[src/logic/tcsa_consts.svh]
// Constants for the Type-C source attach indicator block
`ifndef TCSA_CONSTS_SVH
`define TCSA_CONSTS_SVH

// ----------------------------------------
// Timing
// ----------------------------------------
`define TCSA_CLK_HZ 10000000
`define TCSA_DEB_US 150
`define TCSA_DEB_CYC ((`TCSA_DEB_US * (`TCSA_CLK_HZ / 1000000)))

// ----------------------------------------
// Contract voltage codes
// ----------------------------------------
`define TCSA_V_LOW 2'h0
`define TCSA_V_MID 2'h1
`define TCSA_V_HIGH 2'h2

`endif

[src/logic/tcsa_pkg.sv]
// Types for the Type-C source attach indicator block
`default_nettype none
package tcsa_pkg;
  // Debounced attach state
  typedef enum logic [2:0] {
    TCSA_OPEN,
    TCSA_SINK,
    TCSA_AUDIO,
    TCSA_DEBUG,
    TCSA_DANGLE
  } tcsa_attach_e;
endpackage
`default_nettype wire

[src/logic/tcsa_attach.sv]
// Type-C source attach, accessory, polarity, sleep and supply-select logic
`timescale 1ns/1ps
`default_nettype none
`include "tcsa_consts.svh"
module tcsa_attach #(
  parameter int unsigned DEB_CYC = `TCSA_DEB_CYC
) (
  input wire logic i_sys_clk,
  input wire logic i_rst,
  input wire logic i_cc1_above_lower,
  input wire logic i_cc1_above_upper,
  input wire logic i_cc2_above_lower,
  input wire logic i_cc2_above_upper,
  input wire logic i_vbus_below_fall,
  input wire logic i_vbus_above_uvlo,
  input wire logic i_dangle_cable,
  input wire logic [1:0] i_contract_volt,
  input wire logic i_contract_valid,
  input wire logic i_gate_req,
  output logic o_sink_attached_n_oe,
  output logic o_audio_n_oe,
  output logic o_debug_n_oe,
  output logic o_cable_flip_n_oe,
  output logic o_logic_supply_out,
  output logic o_logic_supply_out_oe,
  output logic o_supply_sel_high_oe,
  output logic o_supply_sel_low_oe,
  output logic o_main_gate_drive,
  output logic o_sleep
);
  // ----------------------------------------
  // Condition decode and debounce
  // ----------------------------------------
  localparam int NC = 6;
  logic [NC-1:0] raw; // Raw conditions to debounce
  logic [NC-1:0] stb; // Debounced-true levels
  logic [5:0] pin; // Pin-side comparator inputs
  logic [5:0] pin_s; // Their synchronised copies
  // Pin levels with nothing plugged in and VBUS absent
  localparam logic [5:0] PIN_IDLE = 6'h1f;
  logic cc1_win;
  logic cc2_win;
  logic cc1_low;
  logic cc2_low;
  logic vbus_low;
  logic dangle;

  assign pin = {i_dangle_cable, i_vbus_below_fall, i_cc2_above_upper,
                i_cc2_above_lower, i_cc1_above_upper, i_cc1_above_lower};

  // Synchronise every comparator before use
  genvar g;
  generate
    for (g = 0; g < 6; g++) begin : g_pin
      tcsa_debounce #(.DEB_CYC(1), .RST_LEVEL(PIN_IDLE[g])) u_sync (
        .i_sys_clk(i_sys_clk),
        .i_rst(i_rst),
        .i_level(pin[g]),
        .o_sync(pin_s[g]),
        .o_stable()
      );
    end
  endgenerate

  assign cc1_win = pin_s[0] && !pin_s[1];
  assign cc2_win = pin_s[2] && !pin_s[3];
  assign cc1_low = !pin_s[0];
  assign cc2_low = !pin_s[2];
  assign vbus_low = pin_s[4];
  assign dangle = pin_s[5];

  // Conditions: sink, sink absent, audio on, audio off, debug on, dangle
  assign raw[0] = (cc1_win ^ cc2_win) && vbus_low;
  assign raw[1] = !(cc1_win ^ cc2_win);
  assign raw[2] = cc1_low && cc2_low;
  assign raw[3] = !(cc1_low && cc2_low);
  assign raw[4] = cc1_win && cc2_win;
  assign raw[5] = dangle;

  // Debounce each condition over the attach time
  generate
    for (g = 0; g < NC; g++) begin : g_deb
      tcsa_debounce #(.DEB_CYC(DEB_CYC)) u_deb (
        .i_sys_clk(i_sys_clk),
        .i_rst(i_rst),
        .i_level(raw[g]),
        .o_sync(),
        .o_stable(stb[g])
      );
    end
  endgenerate

  // ----------------------------------------
  // Attach state
  // ----------------------------------------
  tcsa_pkg::tcsa_attach_e st_q;
  tcsa_pkg::tcsa_attach_e st_d;
  logic flip_q;

  // Next attach state from debounced conditions and the live debug window
  always_comb begin
    st_d = st_q;
    case (st_q)
      tcsa_pkg::TCSA_OPEN, tcsa_pkg::TCSA_DANGLE: begin
        if (stb[0]) begin
          st_d = tcsa_pkg::TCSA_SINK;
        end else if (stb[2]) begin
          st_d = tcsa_pkg::TCSA_AUDIO;
        end else if (stb[4] && raw[4]) begin
          // Live window check stops a bounce back in just after release
          st_d = tcsa_pkg::TCSA_DEBUG;
        end else if (stb[5]) begin
          st_d = tcsa_pkg::TCSA_DANGLE;
        end else begin
          st_d = tcsa_pkg::TCSA_OPEN;
        end
      end
      tcsa_pkg::TCSA_SINK: begin
        // Hold until the sink has been gone for the debounce time
        if (stb[1]) begin
          st_d = tcsa_pkg::TCSA_OPEN;
        end
      end
      tcsa_pkg::TCSA_AUDIO: begin
        // Release after a CC line stays above the lower threshold
        if (stb[3]) begin
          st_d = tcsa_pkg::TCSA_OPEN;
        end
      end
      tcsa_pkg::TCSA_DEBUG: begin
        // Release as soon as either line leaves the window
        if (!raw[4]) begin
          st_d = tcsa_pkg::TCSA_OPEN;
        end
      end
      default: begin
        st_d = tcsa_pkg::TCSA_OPEN;
      end
    endcase
  end

  // Attach state register
  always_ff @(posedge i_sys_clk) begin
    if (i_rst) begin
      st_q <= tcsa_pkg::TCSA_OPEN;
    end else begin
      st_q <= st_d;
    end
  end

  // Orientation latched on sink attach
  always_ff @(posedge i_sys_clk) begin
    if (i_rst) begin
      flip_q <= 1'b0;
    end else if (st_d == tcsa_pkg::TCSA_SINK && st_q != tcsa_pkg::TCSA_SINK) begin
      flip_q <= cc2_win;
    end
  end

  // ----------------------------------------
  // Indicators
  // ----------------------------------------
  // Open-drain indicators: enable high means pulled low
  always_ff @(posedge i_sys_clk) begin
    if (i_rst) begin
      o_sink_attached_n_oe <= 1'b0;
      o_audio_n_oe <= 1'b0;
      o_debug_n_oe <= 1'b0;
      o_cable_flip_n_oe <= 1'b0;
      o_logic_supply_out <= 1'b0;
      o_logic_supply_out_oe <= 1'b0;
    end else begin
      o_sink_attached_n_oe <= (st_d == tcsa_pkg::TCSA_SINK);
      o_audio_n_oe <= (st_d == tcsa_pkg::TCSA_AUDIO);
      o_debug_n_oe <= (st_d == tcsa_pkg::TCSA_DEBUG);
      o_cable_flip_n_oe <= (st_d == tcsa_pkg::TCSA_SINK) &&
        ((st_q == tcsa_pkg::TCSA_SINK) ? flip_q : cc2_win);
      o_logic_supply_out <= (st_d == tcsa_pkg::TCSA_SINK) || (st_d == tcsa_pkg::TCSA_AUDIO) ||
        (st_d == tcsa_pkg::TCSA_DEBUG);
      o_logic_supply_out_oe <= (st_d == tcsa_pkg::TCSA_SINK) || (st_d == tcsa_pkg::TCSA_AUDIO) ||
        (st_d == tcsa_pkg::TCSA_DEBUG);
    end
  end

  // ----------------------------------------
  // Sleep
  // ----------------------------------------
  // Asleep while open or dangling; any state change wakes for a cycle
  always_ff @(posedge i_sys_clk) begin
    if (i_rst) begin
      o_sleep <= 1'b0;
    end else if (st_d != st_q) begin
      o_sleep <= 1'b0;
    end else begin
      o_sleep <= (st_q == tcsa_pkg::TCSA_OPEN) || (st_q == tcsa_pkg::TCSA_DANGLE);
    end
  end

  // ----------------------------------------
  // Supply select
  // ----------------------------------------
  // Follow accepted contract while a sink is attached, else 5 V
  always_ff @(posedge i_sys_clk) begin
    if (i_rst || st_q != tcsa_pkg::TCSA_SINK) begin
      o_supply_sel_low_oe <= 1'b0;
      o_supply_sel_high_oe <= 1'b0;
    end else if (i_contract_valid) begin
      o_supply_sel_low_oe <= (i_contract_volt != `TCSA_V_LOW);
      o_supply_sel_high_oe <= (i_contract_volt == `TCSA_V_HIGH);
    end
  end

  // ----------------------------------------
  // Gate block at power-up
  // ----------------------------------------
  logic chk_q; // Power-up check done
  logic blk_q; // Gate blocked
  // Sample synchronised VBUS-above-UVLO once after reset
  logic [2:0] uv_q;
  logic [1:0] fill_q; // Edges since reset, saturating at three
  always_ff @(posedge i_sys_clk) begin
    if (i_rst) begin
      uv_q <= 3'h0;
      fill_q <= 2'h0;
      chk_q <= 1'b0;
      blk_q <= 1'b0;
    end else begin
      uv_q <= {uv_q[1:0], i_vbus_above_uvlo};
      if (fill_q != 2'h3) begin
        fill_q <= fill_q + 2'h1;
      end
      // Decide only once all three stages hold real pin samples
      if (!chk_q && fill_q == 2'h3 && uv_q[2] == uv_q[1]) begin
        chk_q <= 1'b1;
        blk_q <= uv_q[2];
      end
    end
  end

  // Gate drive only with a sink attached, the check passed and a request
  always_ff @(posedge i_sys_clk) begin
    if (i_rst) begin
      o_main_gate_drive <= 1'b0;
    end else begin
      o_main_gate_drive <= chk_q && !blk_q && i_gate_req &&
        (st_d == tcsa_pkg::TCSA_SINK);
    end
  end
endmodule // tcsa_attach
`default_nettype wire

[src/logic/tcsa_debounce.sv]
// Three-stage synchroniser plus debounce counter for one level
`timescale 1ns/1ps
`default_nettype none
module tcsa_debounce #(
  parameter int unsigned DEB_CYC = 1500,
  parameter logic RST_LEVEL = 1'b0 // Idle level of the input, loaded at reset
) (
  input wire logic i_sys_clk,
  input wire logic i_rst,
  input wire logic i_level,
  output logic o_sync,
  output logic o_stable
);
  // ----------------------------------------
  // Synchroniser
  // ----------------------------------------
  logic s1_q;
  logic s2_q;
  logic s3_q;
  logic [31:0] cnt_q;

  // Three flops; first stage feeds only the second
  always_ff @(posedge i_sys_clk) begin
    if (i_rst) begin
      // Start at the idle level so no false change follows reset
      s1_q <= RST_LEVEL;
      s2_q <= RST_LEVEL;
      s3_q <= RST_LEVEL;
    end else begin
      s1_q <= i_level;
      s2_q <= s1_q;
      s3_q <= s2_q;
    end
  end

  // Synchronised level counts once stages two and three agree
  always_ff @(posedge i_sys_clk) begin
    if (i_rst) begin
      o_sync <= RST_LEVEL;
    end else if (s2_q == s3_q) begin
      o_sync <= s3_q;
    end
  end

  // ----------------------------------------
  // Debounce
  // ----------------------------------------
  // Count cycles the level has held high; stable once terminal count reached
  always_ff @(posedge i_sys_clk) begin
    if (i_rst) begin
      cnt_q <= 32'h0;
      o_stable <= 1'b0;
    end else if (!o_sync) begin
      cnt_q <= 32'h0;
      o_stable <= 1'b0;
    end else if (cnt_q >= DEB_CYC - 1) begin
      o_stable <= 1'b1;
    end else begin
      cnt_q <= cnt_q + 32'h1;
    end
  end
endmodule // tcsa_debounce
`default_nettype wire

[config.mk]
export PLATFORM = sky130hd
export DESIGN_NAME = tcsa_attach
export DESIGN_NICKNAME = d
export VERILOG_FILES = /design/src/logic/tcsa_pkg.sv /design/src/logic/tcsa_attach.sv /design/src/logic/tcsa_debounce.sv
export VERILOG_INCLUDE_DIRS = /design/src /design/src/logic
export SDC_FILE = /design/constraint.sdc
export NUM_CORES = 1
export LEC_CHECK = 0
export BUFFER_PORTS_ARGS = -buffer_cell sky130_fd_sc_hd__clkbuf_2
export CELL_PAD_IN_SITES_DETAIL_PLACEMENT = 1
export CELL_PAD_IN_SITES_GLOBAL_PLACEMENT = 1
export CORE_ASPECT_RATIO = 1.1
export CORE_MARGIN = 4
export CORE_UTILIZATION = 35
export CTS_CLUSTER_DIAMETER = 60
export DETAILED_ROUTE_END_ITERATION = 6
export GPL_ROUTABILITY_DRIVEN = 0
export MAX_ROUTING_LAYER = met4
export PLACE_DENSITY_LB_ADDON = 0.1
export SLEW_MARGIN = 30
export SYNTH_ARGS = -nofsm -noshare
export SYNTH_HDL_FRONTEND = slang
export SYNTH_SLANG_ARGS = --single-unit
[constraint.sdc]
create_clock -name i_sys_clk -period 2.6 [get_ports i_sys_clk]
set_input_delay 0.26 -clock i_sys_clk [delete_from_list [all_inputs] [get_ports i_sys_clk]]
set_output_delay 0.26 -clock i_sys_clk [all_outputs]
set_load 0.03 [all_outputs]
==> results.tsv, run 1 <==
metric	value	unit
status	complete, no violations	
drt wl/cell	12.9	um
routed via count divided by cell count	4.73	
busiest grt layer	met2	
final std cells w/o fill	1366	
Seq/Total Area, Yosys	57.1	%
I/O Pins	23	
Worst Max-Slew Pin Slew	0.746	ns
Final TNS setup	0	ns
Mapped Cells	943	
initial core utilization	35.6	%
M3 GR Usage	2.62	%
RSZ-0062 raised after global routing	false	
relative slew slack	49.9	%
clk_lat worst skew	0.55	ns
#FFs+latches synth	266	
Internal	6.78	mW
Post-Synthesis Cell Area	9330	um2
R2R Path End	g_deb[5].u_deb.cnt_q[5]$_SDFFE_PP0N_	
DIE AREA	29300	um2
Initial DRC Count	230	
part of the power in registers	48.4	%
first-pass GRT wire length	30400	um
r2r worst-path depth	5	
Worst Hold Endpoint	o_supply_sel_low_oe$_SDFFE_PP0P_	
GRT Overall Usage	12.6	%
hold path depth	3	
part of the power in combinational logic	1.0	%
maximum fanout along the worst path	9	
R2R Path Start	g_deb[5].u_deb.cnt_q[24]$_SDFFE_PP0N_	
skew final	0.0119	ns
Crit. End Element	flop	
clk slew on worst S/H paths	0.06	ns
Sw Share	20.3	%
Final setup viols	0	
Fin Hold WS	0.0274	ns
total net switching power	1.73	mW
largest area contributor in the netlist	dfxtp_1	
die height	179	um
hold crit path type	in -> reg	
Core ar.	26200	um2
met1 Use GR	16.9	%
asr flop ratio synth	0	%
Tcrit/Tclk final	82.7	%
final hold vios	0	
Min Clock Period, post-route	2.15	ns
Clk pwr share	50.5	%
CTS HTree Levels	1	
Fmax achieved	465	MHz
Max Buffers Root-to-Sink	3	
YS warnings	0	
post-layout util	42.0	%
pin count of the biggest net entering global routing	34	
vias in the first global route	6322	
met2 Use GR	19.3	%
HP Start	i_contract_volt[0]	
Setup CP Type	reg -> reg	
port bufs	22	
total congestion overflow	0	
Area Overhead vs Synth	17.9	%
VDD IR max	0.580	mV
leakage power	4.02	nW
Antenna diodes	0	
max-slew violations	0	
CTS buffer count	31	
final WL	17600	um
layout cell share with drive strength beyond 1	11.7	%
CP Cell Sequence	nor4_1 > nand4_1 > or3_1 > or4_1 > a21oi_1	
Mean Syn Cell Area	9.89	um2
ANT nets after route	0	
power per cell area	773	nW/um2
root buffer cell	clkbuf_16	
Residual DRC	0	
TritonRoute pass-1 iters	4	
EDFF count, synth	0	
Slowest-stage cell, CP	or3_1	
hpwl dp	11500	um
post-synthesis cell type count	57	
Synthesized Nets	964	
FP Rows	62	
post-synth top area share	57.1	%
# Post-CTS Setup Buffers	0	
synth top area cells	dfxtp_1 (57%), and2_1 (8.8%), xnor2_1 (3.4%)	
Critical Path Start	g_deb[5].u_deb.cnt_q[24]$_SDFFE_PP0N_	
dpl cells	1301	
crit start category	flop	
clk sink count	266	
slowest stage delay, CP	0.53	ns
Layout Nets	1013	
initial antenna violation count	0	
MaxCap Viol Count	0	
chip width	164	um
TritonCTS clock tree	yes	
critical path required time	3.07	ns
top_reg_cell synth	dfxtp_1	
Via Count	6459	
Worst Path Arrival	2.62	ns
r2r setup slk	0.45	ns
[placed cells by master (no fill, tap or decap), types with 22 or more instances in the layout]
master	netlist	routed
clkbuf_2	0	22
xnor2_1	36	36
nand2_1	57	57
nor2_1	63	63
a21oi_1	39	39
o21ai_0	33	33
nand3_1	28	28
nor4_1	47	47
dfxtp_1	266	266
nor2b_1	29	28
and2_1	131	131
clkbuf_16	0	31
[worst max-delay path: cells and delay by family (launching register included)]
family | cells | cell delay [ns]
flops | 1 | 0.30
compound gates | 1 | 0.15
simple gates | 4 | 1.63
[worst max-delay path by stage]
stage                                                       to  slack (ns)  depth (start not counted)
after global placement    g_deb[5].u_deb.cnt_q[5]$_SDFFE_PP0N_        0.45                          5
final                     g_deb[5].u_deb.cnt_q[5]$_SDFFE_PP0N_        0.45                          5
after floorplan           g_deb[3].u_deb.cnt_q[0]$_SDFFE_PP0N_        0.58                          6
after detailed placement  g_deb[5].u_deb.cnt_q[5]$_SDFFE_PP0N_        0.41                          5
after global routing      g_deb[5].u_deb.cnt_q[5]$_SDFFE_PP0N_        0.23                          5
after CTS                 g_deb[5].u_deb.cnt_q[5]$_SDFFE_PP0N_        0.40                          5
[area by class of cell]
| cell class | instances | area [um2] |
|---|---|---|
| Clock buffer | 41 | 863 |
| Tap cell | 352 | 440 |
| Clock inverter | 14 | 169 |
| Timing Repair Buffer | 45 | 308 |
| Multi-Input combinational cell | 626 | 3810 |
| Fill cell | 2958 | 15200 |
| Inverter | 22 | 82.6 |
| Sequential cell | 266 | 5330 |
[power by group through the flow]
stage	clock network [mW]	registers [mW]	logic, mW
2_1_floorplan	0	4.21	0.0513
3_3_place_gp	0	4.21	0.0757
3_5_place_dp	0	4.21	0.0770
4_1_cts	4.48	4.12	0.0907
5_1_grt	4.66	4.12	0.101
6_report	4.30	4.12	0.0878
[routing by layer]
| metal | routed length, um | up-vias |
|---|---|---|
| met5 | 0 | - |
| met4 | 340 | 0 |
| met3 | 683 | 30 |
| met2 | 7660 | 61 |
| met1 | 8950 | 3015 |
| li1 | - | 3353 |
[stage by stage]
| step | cell area [um2] | total power [mW] | worst slack (ns) |
|---|---|---|---|
| floorplan | 9330 | 4.26 | 0.582 |
| global placement | 9870 | 4.28 | 0.446 |
| detailed placement | 9870 | 4.29 | 0.415 |
| CTS | 11000 | 8.69 | 0.401 |
| global route | 11000 | 8.88 | 0.233 |
| finish | 11000 | 8.51 | 0.449 |
[synthesized netlist by cell type, types with 3 or more instances]
cell type	n
nor2_1	63
o31ai_1	4
nor4b_1	8
and2_1	131
or4_1	4
and4_1	4
nand3_1	28
nor3_1	21
or3_1	8
a21oi_1	39
dfxtp_1	266
nor2b_1	29
or2_2	16
xnor2_1	36
o21ai_0	33
nand2b_1	7
or3b_2	3
o211ai_1	8
mux2i_1	3
nand2_1	57
a211oi_1	10
inv_1	21
nor4_1	47
nand4_1	10
and3_1	11
clkbuf_1	26
ha_1	8
[cells by family (layout without fill, tap and decap cells)]
kind of cell	count (synthesis)	after routing	share of synthesized area, %
xor gates and xnor gates	37	37	3.47
adders and majority gates	8	8	1.07
buffers and inverters	51	122	2.09
muxes	3	3	0.322
and+or+nand+nor	463	463	28.3
DFF	266	266	57.1
AOI/OAI and AO/OA	115	115	7.62
[state kept, by name, indices dropped and copies added, names as in the netlist, 2 cells and up]
signal                flops
g_deb.u_deb.s3_q          6
g_deb.u_deb.s2_q          6
g_deb.u_deb.cnt_q       192
fill_q                    2
g_pin.u_sync.o_sync       6
st_q                      3
g_deb.u_deb.o_sync        6
uv_q                      3
g_pin.u_sync.s3_q         6
g_pin.u_sync.s2_q         6
g_pin.u_sync.s1_q         6
g_deb.u_deb.o_stable      6
g_deb.u_deb.s1_q          6
[timing repair]
| action | CTS | global route |
|---|---|---|
| hold buffers | 10 | 0 |
| hold endpoints to repair | 12 | 0 |
| gates resized for setup | 0 | 0 |
Note: power is estimated with default switching activity, not from simulation.
==> inputs of run 2 (changes only) <==
--- a/config.mk
+++ b/config.mk
@@ -6,6 +6,7 @@
 export SDC_FILE = /design/constraint.sdc
 export NUM_CORES = 1
 export LEC_CHECK = 0
+export ABC_AREA = 1
 export BUFFER_PORTS_ARGS = -buffer_cell sky130_fd_sc_hd__clkbuf_2
 export CELL_PAD_IN_SITES_DETAIL_PLACEMENT = 1
 export CELL_PAD_IN_SITES_GLOBAL_PLACEMENT = 1
==> constraint.sdc (replaced) <==
create_clock -name i_sys_clk -period 2.1 [get_ports i_sys_clk]
set_input_delay 0.21 -clock i_sys_clk [delete_from_list [all_inputs] [get_ports i_sys_clk]]
set_output_delay 0.21 -clock i_sys_clk [all_outputs]
set_load 0.03 [all_outputs]
==> results.tsv, run 2 <==
metric	value	unit
Residual DRC	0	
critical path required time	2.58	ns
Final setup viols	0	
vias in the first global route	7855	
CP most frequent cell	nor2_4	
GRT Overall Usage	13.2	%
Via Count	7701	
most common cell after layout, fill and taps aside	nor2_1	
leading cell types in the layout, fill and taps excluded	nor2_1 (299), dfxtp_1 (266), inv_1 (215)	
R2R Path End	g_deb[2].u_deb.cnt_q[5]$_SDFFE_PP0N_	
layout cell share with drive strength beyond 1	10.1	%
Post-Synthesis Cell Area	10100	um2
Initial DRC Count	269	
post-synthesis cell type count	32	
post-synth top area share	52.8	%
Layout Nets	1379	
Slowest-stage cell, CP	dfxtp_1	
Core ar.	28100	um2
Worst Path Arrival	2.25	ns
port bufs	22	
r2r setup slk	0.33	ns
hold path depth	5	
RSZ-0062 raised after global routing	false	
pin count of the biggest net entering global routing	32	
routed via count divided by cell count	4.41	
power per cell area	920	nW/um2
I/O Pins	23	
relative slew slack	64.5	%
chip width	170	um
crit-path leading delay family	simple AND/OR/NAND/NOR gates	
status	complete, no violations	
Final TNS setup	0	ns
Worst Max-Slew Pin Slew	0.532	ns
DIE AREA	31600	um2
top_reg_cell synth	dfxtp_1	
EDFF count, synth	0	
Synthesized Nets	1333	
first-pass GRT wire length	35000	um
TritonRoute pass-1 iters	4	
Biggest register	g_deb.u_deb.cnt_q	
Antenna diodes	0	
R2R Path Start	g_deb[2].u_deb.cnt_q[0]$_SDFFE_PP0N_	
#FFs+latches synth	266	
final hold vios	0	
drt wl/cell	11.1	um
post-layout util	41.9	%
hold crit path type	in -> reg	
synth top area cells	dfxtp_1 (53%), nor2_1 (11%), inv_1 (8.0%)	
Worst Hold Endpoint	o_supply_sel_high_oe$_SDFFE_PP0P_	
Setup CP Type	reg -> reg	
top post-synthesis cells by count	nor2_1 (299), dfxtp_1 (266), inv_1 (215)	
asr flop ratio synth	0	%
Max Buffers Root-to-Sink	3	
slowest stage delay, CP	0.37	ns
HP Start	i_contract_volt[1]	
Area Overhead vs Synth	16.7	%
# resized after CTS	0	
hpwl dp	13000	um
total congestion overflow	0	
Crit. End Element	flop	
CP Cell Sequence	ha_1 > nor2_4 > nor2_2 > nor2_2 > nor2_4 > nor2_4 > buf_4 > nand2_2 > a21oi_2	
CTS buffer count	31	
clk sink count	266	
FP Rows	64	
CTS HTree Levels	1	
die height	186	um
top-count cell post-synth	nor2_1	
r2r worst-path depth	9	
Min Clock Period, post-route	1.77	ns
Mean Syn Cell Area	7.68	um2
initial core utilization	35.9	%
worst path bufs/invs	1	
Tcrit/Tclk final	84.4	%
initial antenna violation count	0	
root buffer cell	clkbuf_16	
Fmax achieved	564	MHz
clk slew on worst S/H paths	0.06	ns
skew final	0.0110	ns
maximum fanout along the worst path	10	
Fin Hold WS	0.0558	ns
ANT nets after route	0	
Mapped Cells	1312	
filler cell count	3434	
TritonCTS clock tree	yes	
max-slew violations	0	
clk_lat worst skew	0.55	ns
MaxCap Viol Count	0	
max reg flops	192	
Seq/Total Area, Yosys	52.8	%
largest area contributor in the netlist	dfxtp_1	
leakage power	4.43	nW
YS warnings	0	
VDD IR max	0.705	mV
crit start category	flop	
final WL	19400	um
==> run 2: how the worst max path moves through the flow <==
stage,startpoint,endpoint,slack (ns),depth (start not counted)
6_report,g_deb[2].u_deb.cnt_q[0]$_SDFFE_PP0N_,g_deb[2].u_deb.cnt_q[5]$_SDFFE_PP0N_,0.33,9
5_1_grt,g_deb[2].u_deb.cnt_q[0]$_SDFFE_PP0N_,g_deb[2].u_deb.o_stable$_SDFFE_PP0P_,0.17,9
4_1_cts,g_deb[2].u_deb.cnt_q[0]$_SDFFE_PP0N_,g_deb[2].u_deb.cnt_q[3]$_SDFFE_PP0N_,0.32,9
3_5_place_dp,g_deb[2].u_deb.cnt_q[0]$_SDFFE_PP0N_,g_deb[2].u_deb.cnt_q[3]$_SDFFE_PP0N_,0.33,9
3_3_place_gp,g_deb[2].u_deb.cnt_q[0]$_SDFFE_PP0N_,g_deb[2].u_deb.cnt_q[2]$_SDFFE_PP0N_,0.40,9
2_1_floorplan,g_deb[2].u_deb.cnt_q[0]$_SDFFE_PP0N_,g_deb[2].u_deb.cnt_q[2]$_SDFFE_PP0N_,0.63,9
==> run 2: worst register-to-register path, cell delays in order, from the launching register on <==
cell     delay, ns
dfxtp_1       0.37
ha_1          0.32
nor2_4        0.11
nor2_2        0.04
nor2_2        0.12
nor2_4        0.09
nor2_4        0.28
buf_4         0.21
nand2_2       0.06
a21oi_2       0.12
==> run 2: metrics by stage <==
stage / area, um2 / std cells / power, mW / setup slack [ns]
2_1_floorplan: 10100 / 1312 / 5.29 / 0.634
3_3_place_gp: 10600 / 1677 / 5.32 / 0.398
3_5_place_dp: 10600 / 1677 / 5.32 / 0.333
4_1_cts: 11800 / 1746 / 11.1 / 0.320
5_1_grt: 11800 / 1746 / 11.3 / 0.175
6_report: 11800 / 1746 / 10.8 / 0.328
==> run 2: routing by layer <==
layer  GRT usage [%]  up-vias  wire length [um]
met5               -        -                 0
met4            3.48        0               374
met2            22.4       56              8900
li1                -     4082                 -
met3            2.25       29               624
met1            16.3     3534              9480
==> run 2: logic make-up (layout without fill, tap and decap cells) <==
group                      after synthesis  in the layout  synth area share, %
adders and majority gates                8              8                0.993
DFF                                    266            266                 52.8
muxes                                    1              1               0.0993
AOI/OAI and AO/OA                      125            125                 6.68
buffers and inverters                  251            322                 9.99
xor gates and xnor gates                38             38                 3.30
and+or+nand+nor                        623            623                 26.1
==> run 2: final cells by class <==
class	count	area (um2)	area share (%)
clock buffers	41	863	7.34
clock inverters	17	230	1.96
inverters	215	807	6.86
multi-input cells	795	3740	31.8
flip-flops and latches	266	5330	45.3
well taps	363	454	3.86
repair buffers	49	340	2.89
==> run 2: report_power, final <==
group | leakage, nW | switching [mW] | internal [mW]
registers | 2.15 | 0.0175 | 5.09
logic | 1.74 | 0.0639 | 0.0569
clock network | 0.541 | 2.09 | 3.51
total | 4.43 | 2.17 | 8.66
==> run 2: repair_timing <==
item,CTS,global route
hold buffers,11,0
setup buffers,0,0
endpoints found under the hold margin,10,0
